File: config.mk
export PLATFORM = sky130hd
export DESIGN_NAME = pmic_watchdog_event_manager
export DESIGN_NICKNAME = d
export VERILOG_FILES = /design/src/inc/wdog_pkg.sv /design/src/rtl/pmic_watchdog_event_manager.sv
export SDC_FILE = /design/constraint.sdc
export NUM_CORES = 1
export LEC_CHECK = 0
export BUFFER_PORTS_ARGS = -buffer_cell sky130_fd_sc_hd__buf_2
export CORE_MARGIN = 10
export CORE_UTILIZATION = 40
export DETAILED_ROUTE_END_ITERATION = 16
export GPL_ROUTABILITY_DRIVEN = 0
export SLEW_MARGIN = 10
export SYNTH_ARGS = -nofsm -noshare
export SYNTH_HDL_FRONTEND = slang
export SYNTH_SLANG_ARGS = --single-unit
File: constraint.sdc
create_clock -name clk_sys -period 4.9 [get_ports clk_sys]
set_input_delay 0.49 -clock clk_sys [delete_from_list [all_inputs] [get_ports clk_sys]]
set_output_delay 0.49 -clock clk_sys [all_outputs]
set_load 0.03 [all_outputs]
File: src/inc/wdog_pkg.sv
// Package of constants and types for the watchdog event manager.
package wdog_pkg;

  localparam int unsigned CLK_HZ = 250_000_000;
  localparam int unsigned TICK_MS = 1;
  localparam int unsigned TICK_CYCLES = CLK_HZ / 1000 * TICK_MS;

  localparam logic [7:0] ADDR_CTRL = 8'h00;
  localparam logic [7:0] ADDR_CONFIG = 8'h04;
  localparam logic [7:0] ADDR_STATUS = 8'h08;
  localparam logic [7:0] ADDR_SECURE = 8'h0c;

  localparam int CTRL_EN_BIT = 0;
  localparam int CTRL_STBY_BIT = 1;
  localparam int CTRL_PINMODE_BIT = 2;
  localparam int CTRL_SECURE_BIT = 3;
  localparam int CFG_DUR_LSB = 0;
  localparam int CFG_MAX_LSB = 4;
  localparam int STAT_PEND_BIT = 0;
  localparam int STAT_CNT_LSB = 4;
  localparam int STAT_EVT_BIT = 8;

  localparam logic [7:0] SECURE_KEY = 8'ha5;
  localparam logic [2:0] EXP_FAIL_STEP = 3'h2;
  localparam logic [2:0] EXP_OK_STEP = 3'h1;
  localparam logic [2:0] MAX_FIRST_LIMIT = 3'h2;

  typedef enum logic [3:0] {
    ST_IDLE = 4'b0001,
    ST_COUNT = 4'b0010,
    ST_EVENT = 4'b0100,
    ST_OFF = 4'b1000
  } wd_state_t;

  typedef struct packed {
    logic valid;
    logic hard;
  } wd_event_t;

  typedef struct packed {
    logic [3:0] duration;
    logic [2:0] max_expiry;
    logic enable;
    logic standby_enable;
    logic window_mode;
  } wd_fuse_t;

endpackage

File: src/rtl/pmic_watchdog_event_manager.sv
// Watchdog supervision and event generation logic.
`timescale 1ns/1ps
// Functional notes
// - A falling edge on the watchdog input pin starts a watchdog event.
// - A pin event requests hard or soft reset per the pin reset-type select.
// - A timer event always requests a hard reset.
// - Timer counts up and expires on reaching the selected duration.
// - Starting the timer sets the refresh-pending flag.
// - Writing one to the pending flag in window restarts the timer from zero.
// - The pending flag is not cleared by a write; host writes one to refresh and the restart sets it again.
// - Off states reset the timer; it idles until processor reset releases.
// - Duration default comes from fuses; windows span 1 ms to 32768 ms.
// - Writing a changed duration while on resets the timer.
// - Each successful refresh decrements the expiry counter by one.
// - Each expiry restarts the timer and adds two to the expiry counter.
// - Expiry counter at or above maximum setting starts an event; default from fuses.
// - Maximum default of two or less gives an event on first expiry.
// - Window mode zero accepts refresh across the whole period.
// - Window mode one accepts only second half; early clear is a failure.
// - Enable bit zero stops the timer, one lets it run.
// - With secure mode set, enable changes need a secure write.
// - Enable default loads from fuses at power-up.
// - Standby enable is host writable, secure-write only when secure mode set.
// - Standby enable zero stops the timer in standby, one keeps it running.
module pmic_watchdog_event_manager
  import wdog_pkg::*;
#(
  parameter int unsigned TICK_LEN = TICK_CYCLES
)(
  input wire logic clk_sys,
  input wire logic reset_n,
  input wire logic [7:0] reg_addr,
  input wire logic [15:0] reg_wdata,
  input wire logic reg_write,
  input wire logic reg_read,
  output logic [15:0] reg_rdata,
  input wire logic watchdog_input_pin,
  input wire logic processor_reset_output,
  input wire logic system_on,
  input wire logic standby_state,
  input wire logic event_done,
  input wire wd_fuse_t fuse_in,
  output wd_event_t wd_event
);

  // ****************************************************************
  // Pin synchronisers
  // ****************************************************************
  // Both pins come from outside the clock domain, so each passes two flip-flops first.
  logic [1:0] pin_sync_reg;
  logic [1:0] rst_sync_reg;
  logic pin_prev_reg;

  always_ff @(posedge clk_sys or negedge reset_n) begin
    if (!reset_n) begin
      pin_sync_reg <= 2'b11;
      rst_sync_reg <= 2'b00;
      pin_prev_reg <= 1'b1;
    end else begin
      pin_sync_reg <= {pin_sync_reg[0], watchdog_input_pin};
      rst_sync_reg <= {rst_sync_reg[0], processor_reset_output};
      pin_prev_reg <= pin_sync_reg[1];
    end
  end

  logic pin_fall;
  assign pin_fall = pin_prev_reg & ~pin_sync_reg[1];
  logic proc_released;
  assign proc_released = rst_sync_reg[1];

  // ****************************************************************
  // Register file
  // ****************************************************************
  logic fuse_loaded_reg;
  logic enable_reg;
  logic stby_en_reg;
  logic pin_mode_reg;
  logic secure_mode_reg;
  logic window_mode_reg;
  logic [3:0] duration_reg;
  logic [2:0] max_exp_reg;
  logic unlock_reg;
  logic pending_reg;
  logic [2:0] expiry_counter;

  logic wr_ctrl, wr_cfg, wr_stat, wr_secure;
  assign wr_ctrl = reg_write && (reg_addr == ADDR_CTRL);
  assign wr_cfg = reg_write && (reg_addr == ADDR_CONFIG);
  assign wr_stat = reg_write && (reg_addr == ADDR_STATUS);
  assign wr_secure = reg_write && (reg_addr == ADDR_SECURE);

  logic guarded_ok;
  assign guarded_ok = !secure_mode_reg || unlock_reg;

  logic dur_changed;
  assign dur_changed = wr_cfg && system_on &&
                       (reg_wdata[CFG_DUR_LSB +: 4] != duration_reg);

  // Fuse values are sampled one cycle after reset release, never under reset.
  always_ff @(posedge clk_sys or negedge reset_n) begin
    if (!reset_n) begin
      fuse_loaded_reg <= 1'b0;
      enable_reg <= 1'b0;
      stby_en_reg <= 1'b0;
      window_mode_reg <= 1'b0;
      duration_reg <= 4'h0;
      max_exp_reg <= 3'h0;
    end else if (!fuse_loaded_reg) begin
      fuse_loaded_reg <= 1'b1;
      enable_reg <= fuse_in.enable;
      stby_en_reg <= fuse_in.standby_enable;
      window_mode_reg <= fuse_in.window_mode;
      duration_reg <= fuse_in.duration;
      max_exp_reg <= fuse_in.max_expiry;
    end else begin
      if (wr_ctrl && guarded_ok) begin
        enable_reg <= reg_wdata[CTRL_EN_BIT];
        stby_en_reg <= reg_wdata[CTRL_STBY_BIT];
      end
      if (wr_cfg) begin
        duration_reg <= reg_wdata[CFG_DUR_LSB +: 4];
        max_exp_reg <= reg_wdata[CFG_MAX_LSB +: 3];
      end
    end
  end

  always_ff @(posedge clk_sys or negedge reset_n) begin
    if (!reset_n) begin
      pin_mode_reg <= 1'b0;
      secure_mode_reg <= 1'b0;
    end else if (wr_ctrl) begin
      pin_mode_reg <= reg_wdata[CTRL_PINMODE_BIT];
      secure_mode_reg <= reg_wdata[CTRL_SECURE_BIT];
    end
  end

  // The unlock lasts for exactly one following write, so a stray write cannot use it.
  always_ff @(posedge clk_sys or negedge reset_n) begin
    if (!reset_n) begin
      unlock_reg <= 1'b0;
    end else if (wr_secure) begin
      unlock_reg <= (reg_wdata[7:0] == SECURE_KEY);
    end else if (reg_write) begin
      unlock_reg <= 1'b0;
    end
  end

  // ****************************************************************
  // Millisecond tick
  // ****************************************************************
  localparam int TW = $clog2(TICK_LEN + 1);
  logic [TW-1:0] tick_cnt_reg;
  logic tick;
  logic timer_restart;
  assign tick = (tick_cnt_reg == TW'(TICK_LEN - 1));

  // The tick restarts with the timer, so every period is a whole number of ticks.
  always_ff @(posedge clk_sys or negedge reset_n) begin
    if (!reset_n) begin
      tick_cnt_reg <= '0;
    end else if (timer_restart || tick) begin
      tick_cnt_reg <= '0;
    end else begin
      tick_cnt_reg <= tick_cnt_reg + TW'(1);
    end
  end

  // ****************************************************************
  // Watchdog timer and expiry counter
  // ****************************************************************
  function automatic logic [15:0] window_ms(input logic [3:0] code);
    window_ms = 16'h0001 << code;
  endfunction

  wd_state_t state_reg;
  logic [15:0] ms_cnt_reg;
  logic run_ok;
  logic expire;
  logic refresh;
  logic refresh_good;
  logic [15:0] limit;

  assign run_ok = enable_reg && (!standby_state || stby_en_reg);
  assign limit = window_ms(duration_reg);
  assign expire = (state_reg == ST_COUNT) && run_ok && tick &&
                  (ms_cnt_reg + 16'h0001 >= limit);
  assign refresh = wr_stat && reg_wdata[STAT_PEND_BIT] && pending_reg &&
                   (state_reg == ST_COUNT);
  assign refresh_good = !window_mode_reg || (ms_cnt_reg >= (limit >> 1));
  assign timer_restart = refresh || expire || dur_changed || state_reg != ST_COUNT;

  logic fail_event;
  logic count_fail;
  logic [2:0] cnt_next;

  assign count_fail = expire || (refresh && !refresh_good);

  always_comb begin
    cnt_next = expiry_counter;
    if (count_fail) begin
      cnt_next = (expiry_counter > 3'h7 - EXP_FAIL_STEP) ? 3'h7 :
                 expiry_counter + EXP_FAIL_STEP;
    end else if (refresh) begin
      cnt_next = (expiry_counter == 3'h0) ? 3'h0 : expiry_counter - EXP_OK_STEP;
    end
  end

  // At least the maximum, not only equal, so a step of two cannot jump past it.
  // event on limit
  assign fail_event = count_fail &&
                      ((cnt_next >= max_exp_reg) || (max_exp_reg <= MAX_FIRST_LIMIT));

  always_ff @(posedge clk_sys or negedge reset_n) begin
    if (!reset_n) begin
      state_reg <= ST_OFF;
    end else begin
      case (state_reg)
        ST_OFF: state_reg <= (system_on && proc_released) ? ST_IDLE : ST_OFF;
        ST_IDLE: begin
          if (!system_on) begin
            state_reg <= ST_OFF;
          end else if (pin_fall || (run_ok && fuse_loaded_reg)) begin
            state_reg <= pin_fall ? ST_EVENT : ST_COUNT;
          end
        end
        ST_COUNT: begin
          if (!system_on) begin
            state_reg <= ST_OFF;
          end else if (pin_fall || fail_event) begin
            state_reg <= ST_EVENT;
          end else if (!run_ok) begin
            state_reg <= ST_IDLE;
          end
        end
        ST_EVENT: state_reg <= event_done ? ST_OFF : ST_EVENT;
        default: state_reg <= ST_OFF;
      endcase
    end
  end

  always_ff @(posedge clk_sys or negedge reset_n) begin
    if (!reset_n) begin
      ms_cnt_reg <= 16'h0000;
    end else if (timer_restart) begin
      ms_cnt_reg <= 16'h0000;
    end else if (run_ok && tick) begin
      ms_cnt_reg <= ms_cnt_reg + 16'h0001;
    end
  end

  // The pending flag is set on every timer start; a fresh start beats a clear.
  always_ff @(posedge clk_sys or negedge reset_n) begin
    if (!reset_n) begin
      pending_reg <= 1'b0;
    end else if (state_reg == ST_COUNT && timer_restart) begin
      pending_reg <= 1'b1;
    end else if (state_reg == ST_IDLE && run_ok && system_on) begin
      pending_reg <= 1'b1;
    end else if (state_reg != ST_COUNT) begin
      pending_reg <= 1'b0;
    end
  end

  always_ff @(posedge clk_sys or negedge reset_n) begin
    if (!reset_n) begin
      expiry_counter <= 3'h0;
    end else if (state_reg == ST_OFF) begin
      expiry_counter <= 3'h0;
    end else begin
      expiry_counter <= cnt_next;
    end
  end

  // ****************************************************************
  // Event output
  // ****************************************************************
  logic pin_event;
  assign pin_event = (state_reg == ST_COUNT || state_reg == ST_IDLE) &&
                     system_on && pin_fall;

  always_ff @(posedge clk_sys or negedge reset_n) begin
    if (!reset_n) begin
      wd_event <= '0;
    end else if (state_reg == ST_EVENT) begin
      wd_event.valid <= !event_done;
    end else if (pin_event) begin
      wd_event.valid <= 1'b1;
      wd_event.hard <= pin_mode_reg;
    end else if (state_reg == ST_COUNT && system_on && fail_event) begin
      wd_event.valid <= 1'b1;
      wd_event.hard <= 1'b1;
    end else begin
      wd_event.valid <= 1'b0;
    end
  end

  // ****************************************************************
  // Read port
  // ****************************************************************
  // Read data falls back to zero outside the answer cycle, so a stale word never looks fresh.
  always_ff @(posedge clk_sys or negedge reset_n) begin
    if (!reset_n) begin
      reg_rdata <= 16'h0000;
    end else if (reg_read) begin
      case (reg_addr)
        ADDR_CTRL: reg_rdata <= {12'h000, secure_mode_reg, pin_mode_reg,
                                 stby_en_reg, enable_reg};
        ADDR_CONFIG: reg_rdata <= {8'h00, 1'b0, max_exp_reg, duration_reg};
        ADDR_STATUS: reg_rdata <= {7'h00, wd_event.valid, 1'b0, expiry_counter,
                                   3'h0, pending_reg};
        default: reg_rdata <= 16'h0000;
      endcase
    end else begin
      reg_rdata <= 16'h0000;
    end
  end

endmodule

==> flow_summary.ini <==
[routing]
routed_via_density = 5.18
drtAntennaViolNets = 0
drt_wl_total_mm = 10.8
dr.first_iter.drc_count = 180
route.detailed.drc = 0
vias = 3681
routedWlPerCell_um = 15.2
dr.pass1.iters = 4

[global_route]
grt_max_degree = 72
grt-ovfl-total = 0
antenna_found_initial = 0
grt_use_total_pct = 13.8
grt_pass1_wl_mm = 18.4
grt_pass1_vias = 3719

[min_path]
hp-class = primary input to flip-flop

[die]
die_w_um = 127
core-area_um2 = 11000
rows = 38
fp.dieArea_um2 = 16000
dieHeight_um = 127
initial_utilization_pct = 41.4
io_pins = 61

[sta]
max-slew-margin-rel_pct = 29.7
tightestPinTransition_ns = 1.05
slew_viol_final = 0
tns_ns = 0
max_freq_mhz = 219
finClkSkew_ns = 0.00359
period_minus_slack_ns = 4.57
finalCritPeriodShare_pct = 93.3
hold_violations = 0
setup_violations = 0

[logic_synthesis]
synth_cell_type_count = 59
yosys.area.top_type = dfrtp_1
synth-edff-count = 0
synth_area_um2 = 4540
yosys_warnings = 0
synth_top_area_share_pct = 36.9
synthFlopType = dfrtp_1
syn_inst = 492
syn_avg_cell_area_um2 = 9.23
synth_seq_cells = 71
synth_area_leaders = dfrtp_1 37%, ha_1 11%, nor2_1 5.8%
ys_seq_area_share_pct = 39.2
synthArstFlopShare_pct = 100

[worst_setup_path]
startpoint_type = flip-flop
worst_setup_path_end_kind = flip-flop
crit_type = flip-flop to flip-flop
cp.required_ns = 5.14
crit_arrival_ns = 4.82
worstPathMaxFanout = 5

[place]
dp.final_hpwl_mm = 8.08
dp.cells = 689
port_buffers = 44

[outcome]
outcome = finished, final reports clean

[pwr]
finalPower_w = 0.00137
ir_worst_vdd_uv = 170
powerDensity_nw_per_um2 = 252
leakagePower_nw = 2.51

[cts]
cts_tree = done
cts_root_buf = clkbuf_16
cts.clk_slew.worst_paths_ns = 0.06
cts_max_level = 3
cts_hold_repair.buffers = 0
numCtsBuffers = 9
cts_buffer_depth = 2
cts_sinks = 71
worst_skew_pair.late_latency_ns = 0.34

[cells_and_area]
num-fill-cells = 1010
antenna_cells = 0
drive_above_1_share_pct = 21.7
final_cells = 711
area.growth.synth_to_final_pct = 19.9
final_nets = 649
largest_reg_flops = 18

[run]
max_cap_viol_count = 0
[layout by cell type, fill, tap and decap left out, types with 2 or more instances in the layout]
| master | instances |
|---|---|
| nand2b_1 | 7 |
| nand4_1 | 4 |
| a31oi_1 | 2 |
| and3_1 | 3 |
| and2_1 | 2 |
| o21ai_0 | 11 |
| clkbuf_16 | 9 |
| conb_1 | 9 |
| buf_2 | 43 |
| mux2_2 | 3 |
| or3_1 | 6 |
| a21oi_1 | 27 |
| nor3_1 | 9 |
| clkinvlp_4 | 3 |
| ha_1 | 39 |
| nor3b_1 | 2 |
| nor2_1 | 68 |
| dfstp_2 | 4 |
| xnor2_1 | 24 |
| nor4bb_1 | 2 |
| nor2_2 | 2 |
| nand3_1 | 33 |
| nor2b_1 | 9 |
| a21o_1 | 2 |
| buf_4 | 32 |
| o211ai_1 | 2 |
| inv_1 | 14 |
| mux2i_1 | 16 |
| nor4b_1 | 3 |
| dfrtp_1 | 67 |
| nand2_1 | 43 |
| or2_2 | 4 |
| xor2_1 | 24 |
| and4_1 | 2 |
| a22oi_1 | 3 |
[per-layer routing]
metal	wire [um]	track usage, %
met5	0	0
met4	165	4.76
met3	533	3.54
met2	4620	20.2
met1	5530	19.2
[worst paths after layout]
path                       cells after the start          startpoint  slack (ns)         endpoint
setup / recovery                              22       ms_cnt_reg[7]        0.33     state_reg[1]
hold / removal                                 1  watchdog_input_pin        0.25  pin_sync_reg[0]
setup reg to reg                              22       ms_cnt_reg[7]        0.33     state_reg[1]
hold reg to reg                                0     rst_sync_reg[0]        0.35  rst_sync_reg[1]
max in group asynchronous                      1             reset_n        4.03     reg_rdata[2]
min in group asynchronous                      1             reset_n        0.26    ms_cnt_reg[3]
[critical path, stage by stage, from the launching register on]
cell and delay [ns]:
dfrtp_1 0.40, nand2_1 0.08, nor4_2 0.32, buf_4 0.18, nand3_1 0.09, or2_2 0.33, buf_4 0.14, xnor2_1 0.12
ha_1 0.31, a41oi_2 0.20, nand3_1 0.11, a221oi_2 0.19, a211o_1 0.18, a21boi_4 0.28, mux2i_2 0.25, and2_1 0.15
ha_1 0.22, nand2b_1 0.14, a21o_1 0.19, a211oi_2 0.22, buf_4 0.14, nor2_1 0.05, o32ai_2 0.20
[cells by family after synthesis]
logic type / after synthesis / synth area share [%]
xor+xnor: 48 / 9.26
simple gates: 211 / 23.0
buf+inv: 33 / 3.42
fa+ha+maj: 40 / 11.0
other cells: 2 / 0.165
mux: 20 / 4.49
compound gates: 67 / 9.42
flops: 71 / 39.2
[cells in the mapped netlist, types with 2 or more instances]
library cell	number
a211oi_1	2
a21o_1	2
a21oi_1	28
a22oi_1	3
a31oi_1	2
and2_1	2
and3_1	3
and4_1	2
buf_4	8
clkbuf_1	10
conb_1	2
dfrtp_1	67
dfstp_2	4
ha_1	40
inv_1	14
mux2_2	3
mux2i_1	17
nand2_1	43
nand2b_1	7
nand3_1	33
nand4_1	4
nor2_1	70
nor2b_1	9
nor3_1	10
nor3b_1	2
nor4_1	2
nor4b_1	3
nor4bb_1	2
o211ai_1	2
o21ai_0	11
o32ai_1	2
or2_2	5
or3_1	6
xnor2_1	24
xor2_1	24
[final cells by class]
| cell class | count | area (um^2) | share of cell area [%] |
|---|---|---|---|
| Timing Repair Buffer | 75 | 455 | 8.36 |
| Clock inverter | 6 | 45.0 | 0.827 |
| Tap cell | 140 | 175 | 3.22 |
| Multi-Input combinational cell | 395 | 2700 | 49.5 |
| Clock buffer | 10 | 239 | 4.39 |
| Sequential cell | 71 | 1780 | 32.7 |
| Inverter | 14 | 52.6 | 0.965 |
[stage by stage]
step	util, %	hold WS, ns	setup WS, ns	area [um^2]
2_1_floorplan	-	0.194	0.247	4570
3_3_place_gp	46.0	0.335	-0.0532	5050
3_5_place_dp	46.0	0.340	-0.0556	5050
4_1_cts	48.7	0.237	0.00155	5350
5_1_grt	49.6	0.244	-0.00673	5450
6_report	49.6	0.251	0.327	5450
[power by group]
part | internal, W | total, W | switching, W
sequential | 0.000602 | 0.000624 | 0.0000222
clock | 0.000358 | 0.000618 | 0.000261
combinational | 0.0000509 | 0.000130 | 0.0000789
[repair_timing]
item | in CTS | in global routing
buffers inserted | 0 | 6
gates cloned | 0 | 0
setup endpoints to repair | 5 | 5
gates resized for setup | 2 | 11
pin swaps | 0 | 7
No activity file was read; power rests on OpenSTA's default activity.
